==> src/design/mpc_pkg.sv <==
/*
 Constants for the motor protection controller: register byte offsets,
 field positions, reset values and gate patterns.
 Assumes a 32-bit APB with 12-bit byte addresses.
*/
package mpc_pkg;
  // Register byte offsets
  localparam logic [11:0] ADDR_ENABLE = 12'h000;
  localparam logic [11:0] ADDR_POLICY = 12'h004;
  localparam logic [11:0] ADDR_FLAGS = 12'h008;
  localparam logic [11:0] ADDR_END = 12'h00C;
  localparam logic [11:0] ADDR_STATUS = 12'h010;
  // protection_enable_ctrl fields
  localparam int EN_LIMIT_BIT = 2;
  localparam int EN_OVER_BIT = 3;
  localparam int EN_CMP_BIT = 4;
  localparam int EN_OVF_BIT = 5;
  localparam int EN_SWEN_BIT = 6;
  localparam int EN_SWVAL_BIT = 7;
  localparam logic [7:0] ENABLE_MASK = 8'hFC;
  localparam logic [7:0] ENABLE_RST = 8'h00;
  // protection_policy_select fields
  localparam int POL_OVF_BIT = 0;
  localparam int POL_CMP_BIT = 1;
  localparam int POL_OVER_BIT = 2;
  localparam int POL_LIMIT_BIT = 3;
  localparam int POL_SW_BIT = 4;
  localparam logic [7:0] POLICY_MASK = 8'h1F;
  localparam logic [7:0] POLICY_RST = 8'h13;
  // motor_control_flags_reg fields
  localparam int FLAGS_FREE_RUN_BIT = 0;
  localparam logic [7:0] FLAGS_MASK = 8'h01;
  localparam logic [7:0] FLAGS_RST = 8'h00;
  // Trigger channel indices
  localparam int CH_LIMIT = 0;
  localparam int CH_OVER = 1;
  localparam int CH_CMP = 2;
  localparam int CH_OVF = 3;
  localparam int CH_SW = 4;
  localparam int NUM_CH = 5;
  localparam int STAT_HOLD_BIT = 5;
  localparam int STAT_ANY_BIT = 6;
  // Gate order {upper A, lower A, upper B, lower B, upper C, lower C}
  localparam logic [5:0] GATE_BRAKE = 6'h15;
  localparam logic [5:0] GATE_FREE = 6'h00;
endpackage : mpc_pkg

==> src/design/mpc_sync.sv <==
/*
 Two-flop synchroniser for a vector of independent level inputs.
 Assumes each bit is a slow level from outside the pclk domain.
*/
`timescale 1ns/10ps
`default_nettype none
module mpc_sync #(
  parameter int W = 4
) (
  // Clock and reset
  input wire logic pclk,
  input wire logic presetn,
  // Data
  input wire logic [W-1:0] async_in,
  output logic [W-1:0] sync_out
);
  logic [W-1:0] meta_reg;

  genvar i;
  generate
    for (i = 0; i < W; i++) begin : g_bit
      always_ff @(posedge pclk or negedge presetn) begin
        if (!presetn) begin
          meta_reg[i] <= 1'b0;
          sync_out[i] <= 1'b0;
        end else begin
          meta_reg[i] <= async_in[i];
          sync_out[i] <= meta_reg[i];
        end
      end
    end
  endgenerate
endmodule : mpc_sync
`default_nettype wire

==> src/design/mpc_channel.sv <==
/*
 One protection trigger channel with fault or pause restart policy.
 Assumes trigger is already synchronised to pclk and end_pulse is one cycle.
*/
`timescale 1ns/10ps
`default_nettype none
module mpc_channel (
  // Clock and reset
  input wire logic pclk,
  input wire logic presetn,
  // Control
  input wire logic enable,
  input wire logic pause_mode,
  input wire logic end_pulse,
  // Trigger and result
  input wire logic trigger,
  output logic active
);
  always_ff @(posedge pclk or negedge presetn) begin
    if (!presetn) begin
      active <= 1'b0;
    end else if (!enable) begin
      active <= 1'b0;
    end else if (pause_mode) begin
      // Trigger wins over a software end in the same cycle
      active <= trigger | (active & ~end_pulse);
    end else begin
      active <= trigger;
    end
  end
endmodule : mpc_channel
`default_nettype wire

==> src/design/mpc_top.sv <==
/*
 Motor protection controller: gates six PWM gate-drive signals to brake
 or free-run while any enabled trigger holds protection.
 Assumes an APB master on pclk, PWM gate inputs and the period-start
 pulse from logic on pclk, and trigger levels from outside this domain.
*/
// Decided for this implementation: the APB slave port and the register addresses.
// Summary of operation
// Protection drives brake or free-run pattern
// Fault policy follows the trigger level
// Pause policy holds until software ends
// Current-limit path acts only when enabled
// Limit restart immediate or at period start
// Software routes converter to amplifier output
// Over-current path acts only when enabled
// Over-current shuts outputs without software
// Software restarts PWM after over-current
// Software uses fault policy for current
// Compare stall path acts only when enabled
// Overflow stall path acts only when enabled
// Capture timer raises compare or overflow event
// Soft value bit7, enable bit6, reset zero
// Soft policy bit4, resets to pause
// Compare policy bit1, resets to pause
// Software keeps over-current policy at pause
// Software keeps overflow policy at pause
// Unimplemented register bits read as zero
// Active protection overrides PWM gate outputs
`timescale 1ns/10ps
`default_nettype none
module mpc_top (
  // Clock and reset
  input wire logic pclk,
  input wire logic presetn,
  // APB slave
  input wire logic psel,
  input wire logic penable,
  input wire logic pwrite,
  input wire logic [11:0] paddr,
  input wire logic [31:0] pwdata,
  output logic [31:0] prdata,
  output logic pready,
  output logic pslverr,
  // Trigger inputs
  input wire logic current_limit_irq,
  input wire logic overcurrent_irq,
  input wire logic stall_compare_irq,
  input wire logic stall_overflow_irq,
  // PWM side
  input wire logic [5:0] pwm_gate_in,
  input wire logic pwm_period_start,
  // Gate drive
  output logic [5:0] gate_out,
  output logic protect_active
);
  function automatic logic hit(input logic [11:0] a, input logic [11:0] off);
    hit = (a[11:2] == off[11:2]);
  endfunction

  function automatic logic mapped(input logic [11:0] a);
    mapped = hit(a, mpc_pkg::ADDR_ENABLE) | hit(a, mpc_pkg::ADDR_POLICY) |
             hit(a, mpc_pkg::ADDR_FLAGS) | hit(a, mpc_pkg::ADDR_END) |
             hit(a, mpc_pkg::ADDR_STATUS);
  endfunction

  logic [7:0] enable_reg;
  logic [7:0] policy_reg;
  logic [7:0] flags_reg;
  logic limit_hold_reg;
  logic [3:0] trig_sync;
  logic [mpc_pkg::NUM_CH-1:0] ch_trig;
  logic [mpc_pkg::NUM_CH-1:0] ch_en;
  logic [mpc_pkg::NUM_CH-1:0] ch_pause;
  logic [mpc_pkg::NUM_CH-1:0] ch_end;
  logic [mpc_pkg::NUM_CH-1:0] ch_active;
  logic setup;
  logic wr_en;
  logic limit_eff;
  logic protect_any;
  logic [5:0] gate_next;
  logic [31:0] rdata_next;

  // APB phases; one wait-free access after each setup
  assign setup = psel & ~penable;
  assign wr_en = psel & penable & pready & pwrite;

  // Trigger inputs from comparator and capture timer
  mpc_sync #(
    .W(4)
  ) u_sync (
    .pclk(pclk),
    .presetn(presetn),
    .async_in({stall_overflow_irq, stall_compare_irq,
               overcurrent_irq, current_limit_irq}),
    .sync_out(trig_sync)
  );

  // Channel wiring: trigger, enable and policy per source
  assign ch_trig = {enable_reg[mpc_pkg::EN_SWVAL_BIT], trig_sync};
  assign ch_en[mpc_pkg::CH_LIMIT] = enable_reg[mpc_pkg::EN_LIMIT_BIT];
  assign ch_en[mpc_pkg::CH_OVER] = enable_reg[mpc_pkg::EN_OVER_BIT];
  assign ch_en[mpc_pkg::CH_CMP] = enable_reg[mpc_pkg::EN_CMP_BIT];
  assign ch_en[mpc_pkg::CH_OVF] = enable_reg[mpc_pkg::EN_OVF_BIT];
  assign ch_en[mpc_pkg::CH_SW] = enable_reg[mpc_pkg::EN_SWEN_BIT];
  // Current limit always follows its source; its policy bit picks restart
  assign ch_pause[mpc_pkg::CH_LIMIT] = 1'b0;
  // Over-current latches until software restarts PWM only in pause policy; reset selects fault
  assign ch_pause[mpc_pkg::CH_OVER] = policy_reg[mpc_pkg::POL_OVER_BIT];
  assign ch_pause[mpc_pkg::CH_CMP] = policy_reg[mpc_pkg::POL_CMP_BIT];
  assign ch_pause[mpc_pkg::CH_OVF] = policy_reg[mpc_pkg::POL_OVF_BIT];
  assign ch_pause[mpc_pkg::CH_SW] = policy_reg[mpc_pkg::POL_SW_BIT];
  assign ch_end = (wr_en && hit(paddr, mpc_pkg::ADDR_END)) ?
                  pwdata[mpc_pkg::NUM_CH-1:0] : '0;

  genvar c;
  generate
    for (c = 0; c < mpc_pkg::NUM_CH; c++) begin : g_ch
      mpc_channel u_ch (
        .pclk(pclk),
        .presetn(presetn),
        .enable(ch_en[c]),
        .pause_mode(ch_pause[c]),
        .end_pulse(ch_end[c]),
        .trigger(ch_trig[c]),
        .active(ch_active[c])
      );
    end
  endgenerate

  // Delayed restart after the limit source clears
  always_ff @(posedge pclk or negedge presetn) begin
    if (!presetn) begin
      limit_hold_reg <= 1'b0;
    end else if (!ch_en[mpc_pkg::CH_LIMIT]) begin
      limit_hold_reg <= 1'b0;
    end else if (ch_active[mpc_pkg::CH_LIMIT] &&
                 policy_reg[mpc_pkg::POL_LIMIT_BIT]) begin
      limit_hold_reg <= 1'b1;
    end else if (pwm_period_start) begin
      limit_hold_reg <= 1'b0;
    end
  end

  assign limit_eff = ch_active[mpc_pkg::CH_LIMIT] | limit_hold_reg;
  assign protect_any = limit_eff |
                       (|ch_active[mpc_pkg::NUM_CH-1:mpc_pkg::CH_OVER]);

  // Gate override
  always_comb begin
    if (protect_any) begin
      gate_next = flags_reg[mpc_pkg::FLAGS_FREE_RUN_BIT] ?
                  mpc_pkg::GATE_FREE : mpc_pkg::GATE_BRAKE;
    end else begin
      gate_next = pwm_gate_in;
    end
  end

  always_ff @(posedge pclk or negedge presetn) begin
    if (!presetn) begin
      gate_out <= mpc_pkg::GATE_FREE;
      protect_active <= 1'b0;
    end else begin
      gate_out <= gate_next;
      protect_active <= protect_any;
    end
  end

  // Control registers
  always_ff @(posedge pclk or negedge presetn) begin
    if (!presetn) begin
      enable_reg <= mpc_pkg::ENABLE_RST;
      policy_reg <= mpc_pkg::POLICY_RST;
      flags_reg <= mpc_pkg::FLAGS_RST;
    end else if (wr_en) begin
      if (hit(paddr, mpc_pkg::ADDR_ENABLE)) begin
        enable_reg <= pwdata[7:0] & mpc_pkg::ENABLE_MASK;
      end
      if (hit(paddr, mpc_pkg::ADDR_POLICY)) begin
        policy_reg <= pwdata[7:0] & mpc_pkg::POLICY_MASK;
      end
      if (hit(paddr, mpc_pkg::ADDR_FLAGS)) begin
        flags_reg <= pwdata[7:0] & mpc_pkg::FLAGS_MASK;
      end
    end
  end

  // Read data mux
  always_comb begin
    rdata_next = '0;
    if (hit(paddr, mpc_pkg::ADDR_ENABLE)) begin
      rdata_next[7:0] = enable_reg;
    end else if (hit(paddr, mpc_pkg::ADDR_POLICY)) begin
      rdata_next[7:0] = policy_reg;
    end else if (hit(paddr, mpc_pkg::ADDR_FLAGS)) begin
      rdata_next[7:0] = flags_reg;
    end else if (hit(paddr, mpc_pkg::ADDR_STATUS)) begin
      rdata_next[mpc_pkg::NUM_CH-1:0] = ch_active;
      rdata_next[mpc_pkg::STAT_HOLD_BIT] = limit_hold_reg;
      rdata_next[mpc_pkg::STAT_ANY_BIT] = protect_any;
    end
  end

  // APB answer: ready and data registered in the setup cycle
  always_ff @(posedge pclk or negedge presetn) begin
    if (!presetn) begin
      pready <= 1'b0;
      pslverr <= 1'b0;
      prdata <= '0;
    end else if (setup) begin
      pready <= 1'b1;
      pslverr <= ~mapped(paddr);
      prdata <= pwrite ? '0 : rdata_next;
    end else begin
      pready <= 1'b0;
      pslverr <= 1'b0;
      prdata <= '0;
    end
  end
endmodule : mpc_top
`default_nettype wire

==> config.mk <==
export PLATFORM = sky130hd
export DESIGN_NAME = mpc_top
export DESIGN_NICKNAME = d
export VERILOG_FILES = /design/src/design/mpc_pkg.sv /design/src/design/mpc_sync.sv /design/src/design/mpc_channel.sv /design/src/design/mpc_top.sv
export SDC_FILE = /design/constraint.sdc
export NUM_CORES = 1
export LEC_CHECK = 0
export BUFFER_PORTS_ARGS = -buffer_cell sky130_fd_sc_hd__buf_2
export CORE_MARGIN = 3
export CORE_UTILIZATION = 46
export CTS_BUF_LIST = sky130_fd_sc_hd__clkbuf_4 sky130_fd_sc_hd__clkbuf_8
export DETAILED_ROUTE_END_ITERATION = 10
export GPL_TIMING_DRIVEN = 0
export HOLD_SLACK_MARGIN = 0.05
export PLACE_DENSITY_LB_ADDON = 0.12
export RECOVER_POWER = 100
export SYNTH_ARGS = -nofsm -noshare
export SYNTH_HDL_FRONTEND = slang
export SYNTH_SLANG_ARGS = --single-unit
==> constraint.sdc <==
create_clock -name pclk -period 1.69 [get_ports pclk]
set_input_delay 0.0845 -clock pclk [delete_from_list [all_inputs] [get_ports pclk]]
set_output_delay 0.0845 -clock pclk [all_outputs]
set_load 0.01 [all_outputs]
==> results of run 1 <==
## layer usage
metal  vias to the layer above  part of all wire
li1                        741                 -
met1                       696              0.40
met2                        58              0.51
met3                         7             0.078
met4                         0             0.013
met5                         -                 0
## worst register-to-register path, stage by stage (launching register included)
cell      delay (ns)
dfrtp_1         0.35
nand4_1         0.08
clkbuf_1        0.21
nor4_4          0.29
buf_4           0.20
mux2_2          0.34
## where the power goes
group,switching (W),leakage (nW),total [W],internal [W]
Combinational,0.000115,0.659,0.000232,0.000117
Clock,0.000334,0.0519,0.000685,0.000351
Sequential,0.00000602,0.555,0.00105,0.00105
## worst max path at each step
stage / slack (ns) / end / cells past startpoint
after floorplan: 0.13 / enable_reg[2] / 3
after global placement: -0.26 / g_ch[4].u_ch.active / 4
after detailed placement: -0.26 / g_ch[2].u_ch.active / 4
after CTS: 0.01 / enable_reg[3] / 3
after global routing: 0.02 / prdata[6] / 6
final: 0.10 / enable_reg[3] / 5
## cells in the final DEF, fill, tap and decap left out, drive strengths merged
cell type	netlist	layout
clkbuf	3	29
a221oi	4	4
nor2b	2	2
o21a	4	4
a21boi	1	1
or4	2	2
clkinv	0	1
dlygate4sd3	0	21
a2111oi	1	1
and3	2	2
nand4	6	6
nand3b	2	2
dfrtp	40	40
a311oi	4	4
nor4	7	7
o2111ai	3	3
dfstp	3	3
buf	24	57
a21oi	4	4
and2	4	4
a21o	1	1
conb	1	24
a211oi	1	1
nand3	2	2
nor3	2	2
nand2	3	3
a31o	1	1
mux2	12	12
or2	1	1
nor2	9	9
mux2i	1	1
nand2b	4	4
inv	11	11
## area by class of cell
class / instances / share of cell area
flip-flops and latches: 43 / 0.408
multi-input cells: 107 / 0.273
repair buffers: 73 / 0.170
plain buffers: 27 / 0.0724
clock buffers: 7 / 0.0341
well taps: 48 / 0.0227
inverters: 11 / 0.0156
clock inverters: 1 / 0.00331
## kinds of logic after synthesis
kind of cell / count (synthesis) / share of synthesized area
AOI/OAI and AO/OA: 24 / 0.0959
DFF: 43 / 0.556
and+or+nand+nor: 46 / 0.152
buffers and inverters: 38 / 0.120
muxes: 13 / 0.0747
other: 1 / 0.00193
## through the flow
stage                     instance area (um2)  hold WS (ns)  worst slack (ns)
after global routing                     2650        0.0759            0.0165
after global placement                   2340         0.192            -0.265
after floorplan                          2030        -0.211             0.134
final                                    2650        0.0811             0.102
after detailed placement                 2340         0.194            -0.264
after CTS                                2660        0.0710            0.0108
## what timing repair did
action,CTS,global route
buffers inserted,0,2
hold buffers,21,0
resized for setup,1,0
hold endpoints to repair,64,0
pin swaps,0,2
endpoints found under the setup margin,4,7
==> results.md, run 1 <==
* Path type of the worst min-delay path: in2reg
* Syn-to-layout area delta at 36.1%
* WL/cell at 13.1 um
* Count of cell types in the netlist at 32
* Max VDD drop at 0.606 mV
* Die height at 71.0 um
* Post-DP HPWL at 2920 um
* CP endpoint kind: flop
* Crit-path slowest cell: dfrtp_1
* Core ar. at 3850 um2
* Yosys reg bits at 43
* Sum Neg Setup Slack at 0 ns
* H-tree Lvls at 2
* Number of global-route vias before repair at 1367
* # rows at 22
* Longest Clk Path Bufs at 2
* Drt via density at 4.74
* Dominant cell type by area after synthesis: dfrtp_1
* R2r setup slk at 0.10 ns
* Die area at 5040 um2
* Total global routing overflow at 0
* Synth async-reset ratio at 1.00
* GR Layer Usage met2 at 0.285
* Max incr delay on CP at 0.35 ns
* Placed cells at 286
* CTS Buf Count at 5
* Clk_lat worst skew at 0.29 ns
* GRT met1 Usage at 0.208
* Num ports at 101
* Clock-pin slew on the worst setup and hold paths at 0.08 ns
* Share of the yosys chip area belonging to registers at 0.556
* CTS root buf: clkbuf_8
* Final nets at 328
* Initial Utilization at 0.504
* Via count of the routed design at 1502
* Yosys warns at 0
* Max Cap Viol at 0
* Reg-to-Reg End: enable_reg[3]
* Iter 0 DRT Violations at 73
* Crit. Startpoint: pready
* Synth Area per Inst at 11.8 um2
* Hold Path Origin: psel
* Initial antenna violation count at 0
* Fmax at 0.630 GHz
* CP max FO at 6
* Final slew viol count at 0
* GP Congestion at 0.762
* Final wirelength at 4150 um
* # DRC at 0
* Commonest cells in the synthesized netlist: dfrtp_1, buf_4, mux2_2, inv_1, nor2_1
* Detail Route Antenna Nets at 0
* Count leader, synth: dfrtp_1
* Drt first pass iters at 4
* Status: completed
* Final Hold Vio Count at 0
* Sequential cell area at 1080 um2
* First-pass GRT wire length at 6580 um
* Data required, critical path at 1.87 ns
* Synth area leaders: dfrtp_1, buf_4, mux2_2, dfstp_2, nor4_4
* Worst hold path depth at 2
* Max FFs per register at 8
* Crit path DAT at 1.77 ns
* Total track usage at 0.170
* Gate count after technology mapping at 165
* Leak at 1.27 nW
* Post-synth EDFFs at 0
* Largest net degree at the start of global routing at 44
* RR Startpoint: pready
* Worst reg-to-reg path cell count at 5
* Main flop type after synthesis: dfrtp_1
* Met3 Use GR at 0.0497
* Fin crit period at 1.59 ns
* CP delay by family, top: buffers and inverters
* Setup Skew at 0.00399 ns
* WP buf/inv at 2
* Crit path cell chain: nand4_1, clkbuf_1, nor4_4, buf_4, mux2_2
* Worst Tran Pin Value at 0.997 ns
* CTS tree: built
* # clock sinks at 43
* PortBufs at 50
* CP Class: reg2reg
* Worst slew margin at 0.335
* Final Core Density at 0.686
* GR peak layer: met2
* Final setup vio count at 0
* Fill cells at 331
* Area of the multi-input gates at 723 um2
* Die W at 71.0 um
* Startpoint types: flop
* Period utilization at 0.940
* Finished Layout Cells at 317
* ANT cells at 0
* Worst Hold Path EP: pready
* Power Total at 0.00197 W
* Mapped cell area at 1940 um2
* Layout cells sized above 1 at 0.327
* RSZ-0062 raised after global routing: false
* Power Density at 745 nW/um2
* Yosys top cell area share at 0.515
(Power assumes the default switching activity.)
==> run 2: changes to the inputs <==
--- a/config.mk
+++ b/config.mk
@@ -12,7 +12,7 @@
 export DETAILED_ROUTE_END_ITERATION = 10
 export GPL_TIMING_DRIVEN = 0
 export HOLD_SLACK_MARGIN = 0.05
-export PLACE_DENSITY_LB_ADDON = 0.12
+export PLACE_DENSITY = 0.82
 export RECOVER_POWER = 100
 export SYNTH_ARGS = -nofsm -noshare
 export SYNTH_HDL_FRONTEND = slang
==> results.md, run 2 (synthesis gave the netlist of run 1 again) <==
* Status: completed
* WP buf/inv at 2
* Fin crit period at 1.60 ns
* Clock-pin slew on the worst setup and hold paths at 0.08 ns
* Final slew viol count at 0
* Die height at 71.0 um
* CP max FO at 6
* Worst slew margin at 0.320
* GR Layer Usage met2 at 0.290
* Max VDD drop at 0.537 mV
* Crit-path slowest cell: dfrtp_1
* CTS root buf: clkbuf_8
* Period utilization at 0.946
* PortBufs at 50
* CTS Buf Count at 5
* GP Congestion at 0.887
* CP delay by family, top: buffers and inverters
* Num ports at 101
* Final setup vio count at 0
* Worst Tran Pin Value at 1.02 ns
* Power Total at 0.00200 W
* Startpoint types: flop
* Clk_lat worst skew at 0.30 ns
* Power Density at 759 nW/um2
* DP Area at 2340 um2
* Worst reg-to-reg path cell count at 5
* Setup Skew at 0.00635 ns
* Initial antenna violation count at 0
* R2r setup slk at 0.09 ns
* Worst hold path depth at 3
* Data required, critical path at 1.87 ns
* RR Startpoint: pready
* RSZ-0062 raised after global routing: false
* Hold Slack at 0.0609 ns
* Total track usage at 0.167
* Met3 Use GR at 0.0554
* ANT cells at 0
* Max incr delay on CP at 0.35 ns
* Final Core Density at 0.685
* Die W at 71.0 um
* Sequential cell area at 1080 um2
* Path type of the worst min-delay path: in2reg
* Crit path DAT at 1.78 ns
* H-tree Lvls at 2
* Die area at 5040 um2
* Core ar. at 3850 um2
* Crit path cell chain: nand4_1, clkbuf_1, nor4_4, buf_4, mux2_2
* Final wirelength at 4140 um
* # clock sinks at 43
* Syn-to-layout area delta at 35.9%
* Detail Route Antenna Nets at 0
* Fmax at 0.625 GHz
* Place WS at -0.229 ns
* Layout cells sized above 1 at 0.328
* Total global routing overflow at 0
* Number of global-route vias before repair at 1461
* Iter 0 DRT Violations at 141
* Leak at 1.27 nW
* Reg-to-Reg End: enable_reg[2]
* GRT met1 Usage at 0.191
* Post-DP HPWL at 2880 um
* Max FFs per register at 8
* Final Hold Vio Count at 0
* First-pass GRT wire length at 6610 um
* Final nets at 327
* Final worst slack at 0.0904 ns
* Longest Clk Path Bufs at 2
* CP Class: reg2reg
* # rows at 22
* Fin area at 2640 um2
* Worst Hold Path EP: limit_hold_reg
* Commonest cells after routing, fill and taps aside: dfrtp_1, buf_2, buf_4
* GR peak layer: met2
* # DRC at 0
* WL/cell at 13.1 um
* CP endpoint kind: flop
* Drt via density at 4.83
* Fill cells at 328
* Hold Path Origin: pwm_period_start
* Initial Utilization at 0.504
* Via count of the routed design at 1527
* Drt first pass iters at 4
* Max Cap Viol at 0
* CTS tree: built
* Largest net degree at the start of global routing at 44
* Commonest non-fill, non-tap cell in the layout: dfrtp_1
* Area of the multi-input gates at 723 um2
run 2: changes by cell type in the layout (fill, tap and decap cells not counted), sizes merged:
cell / before / now
clkbuf: 29 / 30
clkinv: 1 / 0
dlygate4sd3: 21 / 20
run 2: how the worst max path moves through the flow:
stage	from	end	cells after the start
2_1_floorplan	paddr[7]	enable_reg[2]	3
3_3_place_gp	paddr[7]	g_ch[4].u_ch.active	4
3_5_place_dp	paddr[7]	g_ch[4].u_ch.active	4
4_1_cts	pready	enable_reg[2]	3
5_1_grt	pready	enable_reg[2]	5
6_report	pready	enable_reg[2]	5
run 2: metrics by stage:
step	setup TNS, ns	std cells
final	0	316
after global routing	0	316
after CTS	0	314
after detailed placement	-2.12	286
after global placement	-2.06	286
after floorplan	0	188
run 2: metal layers:
layer,wire length [um],share of wire
met1,1640,0.40
met2,2160,0.52
met5,0,0
met3,265,0.064
met4,67,0.016
run 2: worst min-delay path: stages:
cell      delay (ns)
buf_2           0.08
nand2b_1        0.08
a21boi_0        0.07
run 2: repair_timing:
| item | 4_1_cts | 5_1_grt |
|---|---|---|
| endpoints found under the setup margin | 4 | 6 |
| pin swaps | 0 | 2 |
| buffers inserted | 0 | 2 |
| hold buffers | 20 | 0 |
| resized for setup | 1 | 0 |
| endpoints found under the hold margin | 67 | 0 |
run 2: report_power, final:
part           internal [W]  total (W)  switching (W)
Combinational      0.000115   0.000230       0.000115
Sequential          0.00105    0.00106     0.00000669
Clock              0.000389   0.000719       0.000331
run 2: final cells by class:
cell class / instances / area share
Inverter: 11 / 0.0156
Buffer: 27 / 0.0725
Timing Repair Buffer: 72 / 0.167
Sequential cell: 43 / 0.409
Tap cell: 48 / 0.0227
Multi-Input combinational cell: 107 / 0.274
Clock buffer: 8 / 0.0393
==> run 3: changes to the inputs <==
--- a/config.mk
+++ b/config.mk
@@ -14,6 +14,8 @@
 export HOLD_SLACK_MARGIN = 0.05
 export PLACE_DENSITY = 0.82
 export RECOVER_POWER = 100
+export REMOVE_ABC_BUFFERS = 1
 export SYNTH_ARGS = -nofsm -noshare
 export SYNTH_HDL_FRONTEND = slang
 export SYNTH_SLANG_ARGS = --single-unit
+export TNS_END_PERCENT = 20
==> results.md, run 3 (synthesis gave the netlist of run 1 again) <==
* Post-DP HPWL at 2740 um
* Status: completed
* Commonest cells after routing, fill and taps aside: dfrtp_1, buf_2, conb_1
* Core ar. at 3850 um2
* Final slew viol count at 0
* Max FFs per register at 8
* Iter 0 DRT Violations at 144
* Max Cap Viol at 0
* # clock sinks at 43
* CP max FO at 6
* Fin crit period at 1.65 ns
* Leak at 1.13 nW
* # rows at 22
* Power Density at 833 nW/um2
* Reg-to-Reg End: enable_reg[2]
* Total global routing overflow at 0
* Period utilization at 0.975
* Num ports at 101
* Power Total at 0.00205 W
* ANT cells at 0
* Fin area at 2470 um2
* Postcts setup bufs at 0
* Initial Utilization at 0.504
* Worst path depth at 3
* Crit. Startpoint: pready
* Detail Route Antenna Nets at 0
* Die W at 71.0 um
* CP Class: reg2reg
* Final wirelength at 3880 um
* Setup Skew at 0.00751 ns
* CTS root buf: clkbuf_8
* RSZ-0062 raised after global routing: true
* Max incr delay on CP at 0.51 ns
* Worst reg-to-reg path cell count at 3
* GP Congestion at 0.926
* Crit path cell chain: nand4_1, nor4_4, mux2_2
* Syn-to-layout area delta at 26.9%
* R2r setup slk at 0.04 ns
* Crit-path slowest cell: nor4_4
* CP delay by family, top: simple AND/OR/NAND/NOR gates
* Max VDD drop at 0.687 mV
* Total track usage at 0.159
* WL/cell at 13.5 um
* Commonest non-fill, non-tap cell in the layout: dfrtp_1
* Number of global-route vias before repair at 1311
* CTS tree: built
* RR Startpoint: pready
* Die area at 5040 um2
* Crit path to: enable_reg[2]
* Drt via density at 4.99
* Startpoint types: flop
* H-tree Lvls at 2
* Final Core Density at 0.640
* Die height at 71.0 um
* WP buf/inv at 0
* Initial antenna violation count at 0
* Drt first pass iters at 4
* Layout cells sized above 1 at 0.268
* # DRC at 0
* Final Hold Vio Count at 0
* Path type of the worst min-delay path: in2reg
* CP endpoint kind: flop
* Final nets at 298
* Fmax at 0.607 GHz
* Worst slew margin at 0.333
* Data required, critical path at 1.87 ns
* PortBufs at 50
* Via count of the routed design at 1432
* Clock-pin slew on the worst setup and hold paths at 0.08 ns
* CTS Buf Count at 5
* Final setup vio count at 0
* Clk_lat worst skew at 0.30 ns
* First-pass GRT wire length at 6180 um
* Longest Clk Path Bufs at 2
* Worst Tran Pin Value at 1.00 ns
* DP Area at 2150 um2
* Largest net degree at the start of global routing at 44
* Crit path DAT at 1.83 ns
run 3: changes by cell type in the layout (fill, tap and decap cells not counted), sizes merged:
cell | previous run | this run
bufinv | 0 | 1
buf | 57 | 32
clkbuf | 30 | 24
clkinv | 0 | 1
run 3: layout make-up:
type	instances	area (um2)
clock buffer	6	82.6
inverter	11	41.3
multi-input combinational	107	738
fill	340	1390
clock inverter	2	35.0
sequential	43	1080
timing repair buffer	70	429
tap	48	60.1
run 3: what timing repair did:
action,in CTS,in global routing
endpoints found under the setup margin,10,9
pin swaps,0,1
endpoints found under the hold margin,65,0
resized for setup,2,1
cloned,0,0
hold buffers,20,0
run 3: worst register-to-register path, cell delays in order (launching register included):
cell,delay [ns]
dfrtp_1,0.35
nand4_1,0.28
nor4_4,0.51
mux2_2,0.39
run 3: report_power, final:
group / internal (W) / switching (W) / total, W
Combinational: 0.0000796 / 0.000109 / 0.000188
Sequential: 0.00105 / 0.00000612 / 0.00105
Clock: 0.000478 / 0.000333 / 0.000811
run 3: worst min-delay path by stage:
stage	startpoint	endpoint	slack [ns]	cells past startpoint
after floorplan	presetn	enable_reg[2]	-0.21	0
after global placement	stall_compare_irq	u_sync.meta_reg[2]	0.19	1
after detailed placement	stall_compare_irq	u_sync.meta_reg[2]	0.19	1
after CTS	pwm_period_start	limit_hold_reg	0.06	3
after global routing	psel	pready	0.06	2
final	pwm_period_start	limit_hold_reg	0.06	3
run 3: per-stage QoR:
step	hold slack [ns]	setup slack [ns]	cells	TNS, ns
after global placement	0.192	-0.528	259	-4.92
final	0.0645	0.0422	287	0
after floorplan	-0.211	0.0248	161	0
after detailed placement	0.194	-0.566	259	-5.28
after global routing	0.0641	-0.0361	287	-0.217
after CTS	0.0591	0.0324	287	0
run 3: metal layers:
metal | GRT usage | vias up | part of all wire | wire length, um
li1 | - | 684 | - | -
met1 | 0.196 | 682 | 0.41 | 1590
met2 | 0.255 | 59 | 0.51 | 1970
met3 | 0.0540 | 7 | 0.064 | 248
met4 | 0.0647 | 0 | 0.019 | 74
met5 | 0 | - | 0 | 0
